File: config.mk
export PLATFORM = sky130hd
export DESIGN_NAME = serial_channel_interface
export DESIGN_NICKNAME = d
export VERILOG_FILES = /design/src/verilog/serial_shifter.v /design/src/verilog/serial_receiver.v /design/src/verilog/serial_channel_interface.v
export VERILOG_INCLUDE_DIRS = /design/src /design/src/common
export SDC_FILE = /design/constraint.sdc
export NUM_CORES = 1
export LEC_CHECK = 0
export ABC_AREA = 1
export BUFFER_PORTS_ARGS = -buffer_cell sky130_fd_sc_hd__buf_2
export CAP_MARGIN = 20
export CORE_MARGIN = 5
export CORE_UTILIZATION = 54
export CTS_BUF_LIST = sky130_fd_sc_hd__clkbuf_4
export CTS_CLUSTER_SIZE = 12
export DETAILED_ROUTE_END_ITERATION = 7
export HOLD_SLACK_MARGIN = 0.1
export PLACE_DENSITY = 0.74
export SETUP_SLACK_MARGIN = 0.2
export SLEW_MARGIN = 15
export SYNTH_ARGS = -nofsm -noshare
export SYNTH_HDL_FRONTEND = slang
export SYNTH_SLANG_ARGS = --single-unit
File: constraint.sdc
create_clock -name core_clk_in -period 2.02 [get_ports core_clk_in]
set_clock_uncertainty 0.15 [all_clocks]
set_input_delay 0.303 -clock core_clk_in [delete_from_list [all_inputs] [get_ports core_clk_in]]
set_output_delay 0.303 -clock core_clk_in [all_outputs]
set_load 0.02 [all_outputs]
File: src/common/serial_channel_map.vh
// How it works
// - led and detector channels shift at 1 mhz
// - three lines each: data, available, clock
// - sender's clock edges mark receiver bit loads
// - led word carries exactly ten bits
// - eight magnitude bits plus two emitter address
// - detector channel carries twelve-bit converter words
// - least significant bit shifted first
// - avionics message is six twelve-bit words
// - end-of-transmission line after sixth word
// - az, el, x, y, z cosines, blank sixth (the code sends host bits 71:60 as the sixth word)
// - avionics bits shift at 100 khz
// - send 4 mhz and three 40 khz clocks
// - one link outbound only, one inbound only
// - refuse host writes until message shifted out
// - raise ready when detector word complete
`ifndef SERIAL_CHANNEL_MAP_VH
`define SERIAL_CHANNEL_MAP_VH

`define CLK_PERIOD_NS      8
`define FAST_BIT_NS        1000
`define FAST_BIT_CYC       (`FAST_BIT_NS / `CLK_PERIOD_NS)
`define SLOW_BIT_NS        10000
`define SLOW_BIT_CYC       (`SLOW_BIT_NS / `CLK_PERIOD_NS)
`define SYS_CLK_NS         250
`define SYS_HALF_CYC       ((`SYS_CLK_NS / `CLK_PERIOD_NS) / 2)
`define SAMPLE_NS          25000
`define SAMPLE_CYC         (`SAMPLE_NS / `CLK_PERIOD_NS)
`define SAMPLE_HALF_CYC    (`SAMPLE_CYC / 2)
`define SAMPLE_FIFTH_CYC   (`SAMPLE_CYC / 5)
`define LED_BITS           10
`define LED_MAG_LSB        0
`define LED_MAG_BITS       8
`define LED_ADDR_LSB       8
`define DET_BITS           12
`define AV_BITS            12
`define AV_WORDS           6
`define AV_EOT_CYC         `SLOW_BIT_CYC

`endif

File: src/verilog/serial_shifter.v
`timescale 1ns/1ns
// one outbound word: lsb first, clock rises mid-bit
module serial_shifter #(
    parameter WIDTH   = 10,
    parameter BIT_CYC = 125
) (
    input  wire             core_clk_in,
    input  wire             rst_n_in,
    input  wire             start_in,
    input  wire [WIDTH-1:0] word_in,
    output reg              busy_out,
    output reg              data_out,
    output reg              avail_out,
    output reg              sclk_out
);
    reg [WIDTH-1:0] shift_reg;
    reg [15:0]      cyc_reg;
    reg [4:0]       bit_reg;

    always @(posedge core_clk_in or negedge rst_n_in) begin
        if (!rst_n_in) begin
            shift_reg <= {WIDTH{1'b0}};
            cyc_reg   <= 16'h0000;
            bit_reg   <= 5'h00;
            busy_out  <= 1'b0;
            data_out  <= 1'b0;
            avail_out <= 1'b0;
            sclk_out  <= 1'b0;
        end else if (!busy_out) begin
            sclk_out  <= 1'b0;
            avail_out <= 1'b0;
            if (start_in) begin
                busy_out  <= 1'b1;
                shift_reg <= word_in;
                data_out  <= word_in[0];
                avail_out <= 1'b1;
                cyc_reg   <= 16'h0000;
                bit_reg   <= 5'h00;
            end
        end else begin
            // receiver loads on rising sclk, half a bit after data settles
            sclk_out <= (cyc_reg >= (BIT_CYC / 2));
            if (cyc_reg == BIT_CYC - 1) begin
                cyc_reg <= 16'h0000;
                if (bit_reg == WIDTH - 1) begin
                    busy_out  <= 1'b0;
                    avail_out <= 1'b0;
                    sclk_out  <= 1'b0;
                end else begin
                    bit_reg   <= bit_reg + 5'h01;
                    shift_reg <= shift_reg >> 1;
                    data_out  <= shift_reg[1];
                end
            end else begin
                cyc_reg <= cyc_reg + 16'h0001;
            end
        end
    end
endmodule // serial_shifter

File: src/verilog/serial_receiver.v
`timescale 1ns/1ns
// inbound detector word; sclk/avail/data arrive unsynchronised
module serial_receiver #(
    parameter WIDTH = 12
) (
    input  wire             core_clk_in,
    input  wire             rst_n_in,
    input  wire             data_in,
    input  wire             avail_in,
    input  wire             sclk_in,
    output reg              done_out,
    output reg  [WIDTH-1:0] word_out
);
    reg [2:0]       s1_reg;
    reg [2:0]       s2_reg;
    reg             sclk_d_reg;
    reg [WIDTH-1:0] shift_reg;
    reg [4:0]       cnt_reg;

    always @(posedge core_clk_in or negedge rst_n_in) begin
        if (!rst_n_in) begin
            s1_reg     <= 3'h0;
            s2_reg     <= 3'h0;
            sclk_d_reg <= 1'b0;
            shift_reg  <= {WIDTH{1'b0}};
            cnt_reg    <= 5'h00;
            done_out   <= 1'b0;
            word_out   <= {WIDTH{1'b0}};
        end else begin
            s1_reg     <= {sclk_in, avail_in, data_in};
            s2_reg     <= s1_reg;
            sclk_d_reg <= s2_reg[2];
            done_out   <= 1'b0;
            if (!s2_reg[1]) begin
                cnt_reg <= 5'h00;
            end else if (s2_reg[2] && !sclk_d_reg) begin
                shift_reg <= {s2_reg[0], shift_reg[WIDTH-1:1]};
                if (cnt_reg == WIDTH - 1) begin
                    cnt_reg  <= 5'h00;
                    done_out <= 1'b1;
                    word_out <= {s2_reg[0], shift_reg[WIDTH-1:1]};
                end else begin
                    cnt_reg <= cnt_reg + 5'h01;
                end
            end
        end
    end
endmodule // serial_receiver

File: src/verilog/serial_channel_interface.v
`timescale 1ns/1ns
`include "serial_channel_map.vh"
module serial_channel_interface (
    input  wire        core_clk_in,
    input  wire        rst_n_in,
    input  wire        led_wr_in,
    input  wire [7:0]  led_mag_in,
    input  wire [1:0]  led_addr_in,
    input  wire        av_wr_in,
    input  wire [71:0] av_msg_in,
    input  wire        det_ack_in,
    input  wire        det_data_in,
    input  wire        det_avail_in,
    input  wire        det_sclk_in,
    output reg         led_ready_out,
    output reg         av_ready_out,
    output reg         det_ready_out,
    output reg  [11:0] det_word_out,
    output reg         led_data_out,
    output reg         led_avail_out,
    output reg         led_sclk_out,
    output reg         av_data_out,
    output reg         av_avail_out,
    output reg         av_sclk_out,
    output reg         av_eot_out,
    output reg         sys_clk_out,
    output reg         sample_clk_out,
    output reg         sample_a_out,
    output reg         sample_b_out
);
    // -------------------------------------------------------------
    // led channel (outbound only)
    // -------------------------------------------------------------
    wire       led_busy;
    wire       led_d;
    wire       led_a;
    wire       led_c;
    // writes that come while busy are dropped; the host must poll ready
    wire       led_start = led_wr_in && led_ready_out;
    wire [9:0] led_word  = {led_addr_in, led_mag_in};

    serial_shifter #(
        .WIDTH   (`LED_BITS),
        .BIT_CYC (`FAST_BIT_CYC)
    ) led_tx (
        .core_clk_in (core_clk_in),
        .rst_n_in    (rst_n_in),
        .start_in    (led_start),
        .word_in     (led_word),
        .busy_out    (led_busy),
        .data_out    (led_d),
        .avail_out   (led_a),
        .sclk_out    (led_c)
    );

    // -------------------------------------------------------------
    // avionics channel, six words then eot
    // -------------------------------------------------------------
    localparam AV_IDLE = 2'h0;
    localparam AV_WORD = 2'h1;
    localparam AV_WAIT = 2'h2;
    localparam AV_EOT  = 2'h3;

    reg  [1:0]  av_state_reg;
    reg  [2:0]  av_idx_reg;
    reg  [71:0] av_msg_reg;
    reg  [15:0] av_cnt_reg;
    reg         av_go_reg;
    wire        av_busy;
    wire        av_d;
    wire        av_a;
    wire        av_c;
    // message slots in send order; the sixth is the spare word
    wire [11:0] az_word    = av_msg_reg[11:0];
    wire [11:0] el_word    = av_msg_reg[23:12];
    wire [11:0] xcos_word  = av_msg_reg[35:24];
    wire [11:0] ycos_word  = av_msg_reg[47:36];
    wire [11:0] zcos_word  = av_msg_reg[59:48];
    wire [11:0] spare_word = av_msg_reg[71:60];
    reg  [11:0] av_word;

    // slot picked by index, so the held message stays intact for the whole send
    always @* begin
        case (av_idx_reg)
            3'h0:    av_word = az_word;
            3'h1:    av_word = el_word;
            3'h2:    av_word = xcos_word;
            3'h3:    av_word = ycos_word;
            3'h4:    av_word = zcos_word;
            3'h5:    av_word = spare_word;
            default: av_word = 12'h000;
        endcase
    end

    serial_shifter #(
        .WIDTH   (`AV_BITS),
        .BIT_CYC (`SLOW_BIT_CYC)
    ) av_tx (
        .core_clk_in (core_clk_in),
        .rst_n_in    (rst_n_in),
        .start_in    (av_go_reg),
        .word_in     (av_word),
        .busy_out    (av_busy),
        .data_out    (av_d),
        .avail_out   (av_a),
        .sclk_out    (av_c)
    );

    // message order: word0 az, el, x, y, z, word5 spare from host bits 71:60
    always @(posedge core_clk_in or negedge rst_n_in) begin
        if (!rst_n_in) begin
            av_state_reg <= AV_IDLE;
            av_idx_reg   <= 3'h0;
            av_msg_reg   <= 72'h0;
            av_cnt_reg   <= 16'h0000;
            av_go_reg    <= 1'b0;
            av_eot_out   <= 1'b0;
        end else begin
            av_go_reg <= 1'b0;
            case (av_state_reg)
                AV_IDLE: begin
                    av_eot_out <= 1'b0;
                    if (av_wr_in && av_ready_out) begin
                        av_msg_reg   <= av_msg_in;
                        av_idx_reg   <= 3'h0;
                        av_go_reg    <= 1'b1;
                        av_state_reg <= AV_WORD;
                    end
                end
                AV_WORD: begin
                    av_state_reg <= AV_WAIT;
                end
                AV_WAIT: begin
                    // go still high means the shifter has not yet seen the start
                    if (!av_busy && !av_go_reg) begin
                        if (av_idx_reg == `AV_WORDS - 1) begin
                            av_eot_out   <= 1'b1;
                            av_cnt_reg   <= 16'h0000;
                            av_state_reg <= AV_EOT;
                        end else begin
                            av_idx_reg   <= av_idx_reg + 3'h1;
                            av_go_reg    <= 1'b1;
                            av_state_reg <= AV_WORD;
                        end
                    end
                end
                AV_EOT: begin
                    // eot held one bit period so slow receivers see it
                    if (av_cnt_reg == `AV_EOT_CYC - 1) begin
                        av_eot_out   <= 1'b0;
                        av_state_reg <= AV_IDLE;
                    end else begin
                        av_cnt_reg <= av_cnt_reg + 16'h0001;
                    end
                end
                default: av_state_reg <= AV_IDLE;
            endcase
        end
    end

    // -------------------------------------------------------------
    // detector channel (inbound only)
    // -------------------------------------------------------------
    wire        det_done;
    wire [11:0] det_word;

    // inbound lines pass two flops inside the receiver before use
    serial_receiver #(
        .WIDTH (`DET_BITS)
    ) det_rx (
        .core_clk_in (core_clk_in),
        .rst_n_in    (rst_n_in),
        .data_in     (det_data_in),
        .avail_in    (det_avail_in),
        .sclk_in     (det_sclk_in),
        .done_out    (det_done),
        .word_out    (det_word)
    );

    // -------------------------------------------------------------
    // host write acceptance
    // -------------------------------------------------------------
    always @(posedge core_clk_in or negedge rst_n_in) begin
        if (!rst_n_in) begin
            led_ready_out <= 1'b0;
            av_ready_out  <= 1'b0;
        end else begin
            // ready drops the cycle a write is taken
            led_ready_out <= !led_busy && !led_start;
            av_ready_out  <= (av_state_reg == AV_IDLE) &&
                             !(av_wr_in && av_ready_out);
        end
    end

    // -------------------------------------------------------------
    // detector word status for the host
    // -------------------------------------------------------------
    // a new word beats an ack in the same cycle; the older word is lost
    always @(posedge core_clk_in or negedge rst_n_in) begin
        if (!rst_n_in) begin
            det_ready_out <= 1'b0;
            det_word_out  <= 12'h000;
        end else if (det_done) begin
            det_ready_out <= 1'b1;
            det_word_out  <= det_word;
        end else if (det_ack_in) begin
            det_ready_out <= 1'b0;
        end
    end

    // -------------------------------------------------------------
    // led line registers
    // -------------------------------------------------------------
    // one flop stage so every line leaves the block from a register
    always @(posedge core_clk_in or negedge rst_n_in) begin
        if (!rst_n_in) begin
            led_data_out  <= 1'b0;
            led_avail_out <= 1'b0;
            led_sclk_out  <= 1'b0;
        end else begin
            led_data_out  <= led_d;
            led_avail_out <= led_a;
            led_sclk_out  <= led_c;
        end
    end

    // -------------------------------------------------------------
    // avionics line registers
    // -------------------------------------------------------------
    always @(posedge core_clk_in or negedge rst_n_in) begin
        if (!rst_n_in) begin
            av_data_out  <= 1'b0;
            av_avail_out <= 1'b0;
            av_sclk_out  <= 1'b0;
        end else begin
            av_data_out  <= av_d;
            av_avail_out <= av_a;
            av_sclk_out  <= av_c;
        end
    end

    // -------------------------------------------------------------
    // system clock: 4 mhz
    // -------------------------------------------------------------
    // half period rounds down to whole cycles, so the clock runs a little fast
    reg [7:0]  sys_cnt_reg;

    always @(posedge core_clk_in or negedge rst_n_in) begin
        if (!rst_n_in) begin
            sys_cnt_reg <= 8'h00;
            sys_clk_out <= 1'b0;
        end else if (sys_cnt_reg == `SYS_HALF_CYC - 1) begin
            sys_cnt_reg <= 8'h00;
            sys_clk_out <= !sys_clk_out;
        end else begin
            sys_cnt_reg <= sys_cnt_reg + 8'h01;
        end
    end

    // -------------------------------------------------------------
    // 40 khz sample timing
    // -------------------------------------------------------------
    reg [15:0] smp_cnt_reg;

    always @(posedge core_clk_in or negedge rst_n_in) begin
        if (!rst_n_in) begin
            smp_cnt_reg <= 16'h0000;
        end else if (smp_cnt_reg == `SAMPLE_CYC - 1) begin
            smp_cnt_reg <= 16'h0000;
        end else begin
            smp_cnt_reg <= smp_cnt_reg + 16'h0001;
        end
    end

    // 50% sample clock
    always @(posedge core_clk_in or negedge rst_n_in) begin
        if (!rst_n_in) begin
            sample_clk_out <= 1'b0;
        end else begin
            sample_clk_out <= (smp_cnt_reg < `SAMPLE_HALF_CYC);
        end
    end

    // 20% pulse in the first half of the period
    always @(posedge core_clk_in or negedge rst_n_in) begin
        if (!rst_n_in) begin
            sample_a_out <= 1'b0;
        end else begin
            sample_a_out <= (smp_cnt_reg < `SAMPLE_FIFTH_CYC);
        end
    end

    // 20% pulse in the second half, opposite in phase to the first
    always @(posedge core_clk_in or negedge rst_n_in) begin
        if (!rst_n_in) begin
            sample_b_out <= 1'b0;
        end else begin
            sample_b_out <= (smp_cnt_reg >= `SAMPLE_HALF_CYC) &&
                            (smp_cnt_reg < `SAMPLE_HALF_CYC + `SAMPLE_FIFTH_CYC);
        end
    end
endmodule // serial_channel_interface

## After elaboration in Yosys (flattened, before gate mapping)

Index checks and enable logic that the tools add are counted.

| storage, ports and cells | value |
|---|---|
| input bits | 90 |
| flip-flop bits (word level) | 253 |
| output and inout bits | 26 |
| word-level logic and storage cells | 202 |

| operators by class | value |
|---|---|
| add/subtract/negate cells | 9 |
| multiplexer cells | 82 |
| magnitude comparators | 6 |
| equal/unequal tests | 29 |
| reductions and logical operators | 33 |

Operator list:

| operator | number |
|---|---|
| 16-bit 2-to-1 mux | 10 |
| 12-bit case mux with 6 select lines | 1 |
| 16-bit by 1-bit adder with 16-bit output, second input constant | 4 |
| 5-bit 2-to-1 mux | 11 |
| 12-bit 2-to-1 mux | 4 |
| 10-bit 2-to-1 mux | 4 |
| 1-bit 2-to-1 mux | 39 |
| 16-bit by 11-bit equality test with 1-bit output, second input constant | 2 |
| 16-bit case mux with 2 select lines | 1 |
| 2-bit inequality test, second input constant | 12 |
| 16-bit by 12-bit equality test with 1-bit output, second input constant | 1 |
| 16-bit by 7-bit equality test with 1-bit output, second input constant | 1 |
| 16-bit by 10-bit greater-or-equal comparator with 1-bit output, second input constant | 1 |
| 16-bit by 11-bit greater-or-equal comparator with 1-bit output, second input constant | 1 |
| 16-bit by 6-bit greater-or-equal comparator with 1-bit output, second input constant | 1 |
| 16-bit by 10-bit < comparator with 1-bit output, second input constant | 1 |
| 16-bit by 11-bit < comparator with 1-bit output, second input constant | 1 |
| 16-bit by 12-bit < comparator with 1-bit output, second input constant | 1 |
| 5-bit by 1-bit adder with 5-bit output, second input constant | 3 |
| 5-bit by 4-bit equality test with 1-bit output, second input constant | 3 |
| 3-bit AND reduction | 4 |
| 4-bit AND reduction | 3 |
| 2-bit nonzero test | 5 |
| 3-bit 2-to-1 mux | 3 |
| 21 further kinds | 42 |

## Longest topological paths before layout

| depth | value |
|---|---|
| word-level depth | 4 |
| gate-level depth with buffers | 11 |
| gate-level depth less buffers | 10 |

## Cells and area by module

From an unflattened synthesis, not the netlist that was laid out.

| unflattened totals | value |
|---|---|
| cell total of the unflattened synthesis | 1,465 |
| area, all modules | 12,492.0 um2 |

By module, submodules not included:

| module | instances | area each (um2) | cells an instance | sequential area each (um2) |
|---|---|---|---|---|
| serial_channel_interface | 1 | 6,892.9 | 716 | 3,603.5 |
| serial_shifter at av_tx | 1 | 2,167.1 | 319 | 900.9 |
| serial_shifter at led_tx | 1 | 2,006.9 | 285 | 850.8 |
| serial_receiver | 1 | 1,425.1 | 145 | 900.9 |

## Worst setup path after synthesis

No wires, ideal clock.

| path | value |
|---|---|
| kind | flip-flop to flip-flop |
| start point | reg av_idx_reg[2] |
| end point | reg av_tx.shift_reg[6] |
| arrival | 1.601 ns |
| required time | 1.805 ns |
| slack | 0.205 ns |
| stages on the path, launching flop included | 12 |
| clock period less this slack | 1.815 ns |
| library setup time | 0.065 ns |
| path buffers | 3 |
| cell sequence | dfrtp_1 -> buf_2 -> inv_1 -> buf_2 -> ha_1 -> clkbuf_1 -> nand2_1 -> nand2_1 -> a21oi_1 -> a21oi_1 -> nand2_1 -> nand2_1 |

| between the ends | value |
|---|---|
| longest elaborated chain between the ends | 4 |
| elaborated cells on any way between the ends | 9 |
| classes of those cells | eq/ne (5); mux (3); reduce/logical (1) |

RTL lines:

| what | line | source |
|---|---|---|
| start, declared | serial_channel_interface.v:65 | `reg [2:0] av_idx_reg;` |
| start signal, assigned | serial_channel_interface.v:141 | `av_idx_reg <= av_idx_reg + 3'h1;` |
| 3-bit equality test, or another cell as far along | serial_channel_interface.v:84 | `case (av_idx_reg)` |
| 12-bit case mux with 6 select lines (*) | serial_channel_interface.v:84 |  |
| 12-bit 2-to-1 mux (*) | serial_shifter.v:32 | `if (start_in) begin` |
| 12-bit 2-to-1 mux (*) | serial_shifter.v:29 | `end else if (!busy_out) begin` |
| end signal, assigned | serial_shifter.v:22 | `shift_reg <= {WIDTH{1'b0}};` |
| end signal, assigned | serial_shifter.v:34 | `shift_reg <= word_in;` |
| end signal, assigned | serial_shifter.v:51 | `shift_reg <= shift_reg >> 1;` |
| end, declared | serial_shifter.v:16 | `reg [WIDTH-1:0] shift_reg;` |

Every way passes the cells marked *; elsewhere a longest branch is shown, timed or not. The select of a mux whose other input is x is not followed.
A chain may end at the register's enable or synchronous reset.

## Worst setup path after layout

| path | value |
|---|---|
| start point | reg av_state_reg[0] |
| end point | reg av_msg_reg[22] |

| between the ends | value |
|---|---|
| longest elaborated chain between the ends | 2 |

RTL lines:

| what | line | source |
|---|---|---|
| start, declared | serial_channel_interface.v:64 | `reg [1:0] av_state_reg;` |
| start signal, assigned | serial_channel_interface.v:112 | `av_state_reg <= AV_IDLE;` |
| start signal, assigned | serial_channel_interface.v:127 | `av_state_reg <= AV_WORD;` |
| start signal, assigned | serial_channel_interface.v:131 | `av_state_reg <= AV_WAIT;` |
| 2-bit zero test | serial_channel_interface.v:120 | `case (av_state_reg)` |
| 2-bit AND reduction (no line) | - |  |
| end signal, assigned | serial_channel_interface.v:124 | `av_msg_reg <= av_msg_in;` |
| end, declared | serial_channel_interface.v:66 | `reg [71:0] av_msg_reg;` |

No other way between the ends.

==> metrics.md <==
| Metric | Value |
|---|---|
| Final-layout fill cell count | 1772 |
| Cell types occupying the most area after synthesis | sky130_fd_sc_hd__dfrtp_1 51%, sky130_fd_sc_hd__nand2_1 13%, sky130_fd_sc_hd__nand3_1 5.5%, sky130_fd_sc_hd__nor2_1 4.3%, sky130_fd_sc_hd__mux2_4 4.2% |
| Fraction of registers with async set or reset after synthesis | 100.0% |
| Starting density of the core | 54.46% |
| Buffer type at the clock tree root | sky130_fd_sc_hd__clkbuf_4 |
| Clk buf depth | 3 |
| Wire length of the first global-routing pass | 49670 um |
| Stage delay of the slowest cell on the critical path | 460 ps |
| Highest clock rate | 574.8 MHz |
| Yosys warning total | 0 |
| Number of hold violations in the final report | 0 |
| Post-route insts no fill | 2017 |
| Clock tree from TritonCTS | yes |
| Final number of setup-violating endpoints | 0 |
| Placed Cells | between 1500 and 2000 |
| Synthesized Nets | 1534 |
| Placeable core region | 0.02250 mm2 |
| RD Place Congestion | 0.8684 |
| CP Launch Type | flop |
| Final nets | 1800 |
| Syn Area/Cell | 8.624 um2 |
| Estimated wirelength of the detail-placed design | 18560 um |
| Number of register bits inferred by synthesis | between 200 and 300 |
| Top FF cell, synth | sky130_fd_sc_hd__dfrtp_1 |
| Number of remaining DRC errors | 0 |
| CP endpoint | av_msg_reg[22] |
| Dominant cell by count in the synthesized netlist | sky130_fd_sc_hd__nand2_1 |
| Share of post-route cells with drive strength above 1 | 20.69% |
| Time the worst path needs with I/O delays and setup | 1740 ps |
| Vias in the first global route | 10640 |
| HP Class | reg2reg |
| Drt total wl | between 20000 and 30000 um |
| Critical path startpoint | av_state_reg[0] |
| Outcome | finished, final reports clean |
| Total number of placement rows | 55 |
| Worst r2r src | av_state_reg[0] |
| Standby leakage power | about 8 nW |
| Arr. time, crit path | 2130 ps |
| Number of port buffers | 115 |
| Vias/cell | 5.133 |
| Largest net degree at the start of global routing | 52 |
| Post-DRT Antenna Nets | 0 |
| Reg-to-reg setup timing slack | between 200 and 300 ps |
| Y dimension of the die | 160.6 um |
| Cell at the slowest stage of the critical path | sky130_fd_sc_hd__dfrtp_1 |
| Category of the most critical setup path | reg2reg |
| Pin slew with the least headroom to its limit | 521.5 ps |
| Total power of the final layout | a little over 10 mW |
| Rel. slew slack | around two thirds |
| Boundary pin count | approximately 120 |
| Post-synthesis instance area | 0.01225 mm2 |
| Overall die area | 0.02581 mm2 |
| Top cell family by delay on the critical path | flip-flops |
| Final Util | just under 70% |
| Clock buffers created by TritonCTS | 67 |
| Critical R2R Capture | av_msg_reg[22] |
| FF/Latch Area | about 0.0063 mm2 |
| Maximum fanout encountered on the critical timing path | 34 |
| H-tree levels | 3 |
| Clock latency at the later pin of the worst-skew pair | 670 ps |
| Clock transition at the register clock pins on the worst setup and hold paths after CTS | 60 ps |
| Total global routing track utilization | 23.19% |
| Number of sinks on the clock net | 250 |
| Aggregate global routing overflow | 0 |
| Critical path depth | 4 |
| Die width | 160.6 um |
| Buf+Inv Stages, Crit Path | 1 |
| MaxCap Viol Count | 0 |
| Maximum ir drop on the vdd rail | 517.7 uV |
| Number of flip-flops under the largest register name | slightly above 70 |
| Area Growth Syn to Fin | 23.56% |
| Number of max-slew violations in the final report | 0 |
| Average detailed-routed wire length per instance | 14.43 um |
| Antenna violations before repair | 2 |
| Worst path required time | around 2400 ps |
| Sequential-to-total area share from yosys stat | 51.05% |
| Fraction of post-synthesis cell area in the top cell type by area | about half |
| Gate count after technology mapping | 1421 |
| Count of cells along the worst register-to-register path | 4 |
| Multi-input gate area | 0.005339 mm2 |
| Total power per unit cell area | roughly 670 mW/mm2 |
| Final sum of negative setup slack | 0 ps |
| Number of library cell types mapped by synthesis | 38 |
| Detailed Route Iter0 Violations | 609 |
| Largest area contributor in the netlist | sky130_fd_sc_hd__dfrtp_1 |
| Crit-path cells | nor2_2 > nand3_4 > buf_12 > mux2_4 |
| Final worst-path cycle share | 86.13% |
| Sort of element at the end of the critical path | flop |
| EDFF count, synth | 0 |
| First-pass detailed-route iteration total | 5 |
| Vias | ~10000 |
| Leading cell types by count after synthesis | 420 x sky130_fd_sc_hd__nand2_1, 250 x sky130_fd_sc_hd__dfrtp_1, 139 x sky130_fd_sc_hd__nor2_1 |
| Unrepaired setup endpoints after global routing | no |
cell type report:
class	count	area share (%)
sequential	250	41.33
multi-input combinational	1000	35.26
timing repair buffer	242	12.18
clock buffer	95	4.710
inverter	126	3.132
tap	285	2.355
clock inverter	17	0.9999
antenna	2	0.03306
power breakdown:
part           switching, mW  total (mW)  internal, mW  leakage, nW
Combinational          0.205       0.423         0.218         4.06
Clock                   2.06        4.60          2.54        0.508
Sequential            0.0253        5.08          5.05         3.35
Total                   2.29        10.1          7.82         7.92
layout by cell type (no fill, tap or decap), types with 13 or more instances in the layout:
master and instances:
sky130_fd_sc_hd__a21oi_1 35, sky130_fd_sc_hd__buf_2 114, sky130_fd_sc_hd__buf_4 26, sky130_fd_sc_hd__clkbuf_4 95, sky130_fd_sc_hd__dfrtp_1 249, sky130_fd_sc_hd__dlygate4sd3_1 94
sky130_fd_sc_hd__ha_1 21, sky130_fd_sc_hd__inv_1 120, sky130_fd_sc_hd__mux2_2 36, sky130_fd_sc_hd__mux2_4 34, sky130_fd_sc_hd__nand2_1 420, sky130_fd_sc_hd__nand3_1 133
sky130_fd_sc_hd__nand4_1 22, sky130_fd_sc_hd__nor2_1 131, sky130_fd_sc_hd__nor3_1 13, sky130_fd_sc_hd__o21ai_0 57, sky130_fd_sc_hd__xor2_1 23
repair_timing:
action                                  in CTS  in global routing
endpoints found under the hold margin      358                  0
cloned                                       0                  1
pin swaps                                    0                  3
resized for setup                            2                 16
hold buffers                                94                  0
buffers inserted                             0                  3
endpoints found under the setup margin       6                 48
routing by layer:
layer / vias to the layer above / GRT usage, % / routed length [um]
li1: 5136 / - / -
met1: 4872 / 28.60 / 12310
met2: 278 / 38.78 / 14440
met3: 67 / 5.286 / 1445
met4: 0 / 11.03 / 910
met5: - / 0 / 0
cells by family (layout without fill, tap and decap cells):
| kind of cell | count (synthesis) | count (layout) | synth area share, % |
|---|---|---|---|
| AOI/OAI and AO/OA | 122 | 122 | 5.289 |
| xor gates and xnor gates | 31 | 31 | 2.216 |
| adders and majority gates | 23 | 23 | 2.348 |
| buffers and inverters | 172 | 480 | 5.942 |
| DFF | 250 | 250 | 51.05 |
| muxes | 70 | 70 | 7.474 |
| other | 0 | 2 | 0 |
| and+or+nand+nor | 753 | 754 | 25.68 |
worst min path at each step:
stage / startpoint / slack [ps] / endpoint / depth (start not counted)
after floorplan: rst_n_in / -140 / av_avail_out / 0
after global placement: rst_n_in / 90 / det_rx.cnt_reg[3] / 1
after detailed placement: rst_n_in / 100 / det_rx.cnt_reg[3] / 1
after CTS: av_msg_in[68] / 170 / av_msg_reg[68] / 3
after global routing: led_tx.sclk_out / 220 / led_sclk_out / 0
final: det_rx.s1_reg[1] / 200 / det_rx.s2_reg[1] / 0
metrics by stage:
| stage | setup WS (ps) | hold slack [ps] | instance area [um2] |
|---|---|---|---|
| CTS | 228.1 | 174.2 | 15060 |
| global route | 184.8 | 218.5 | 15140 |
| floorplan | 204.6 | -142.6 | 12250 |
| global placement | 227.3 | 91.74 | 13240 |
| detailed placement | 171.8 | 95.15 | 13240 |
| finish | 280.1 | 201.0 | 15140 |
worst register-to-register path: stages, from the launching register on:
cell and delay, ps:
sky130_fd_sc_hd__dfrtp_1 460, sky130_fd_sc_hd__nor2_2 180, sky130_fd_sc_hd__nand3_4 220, sky130_fd_sc_hd__buf_12 270, sky130_fd_sc_hd__mux2_4 330
No activity file was read; power rests on OpenSTA's default activity.
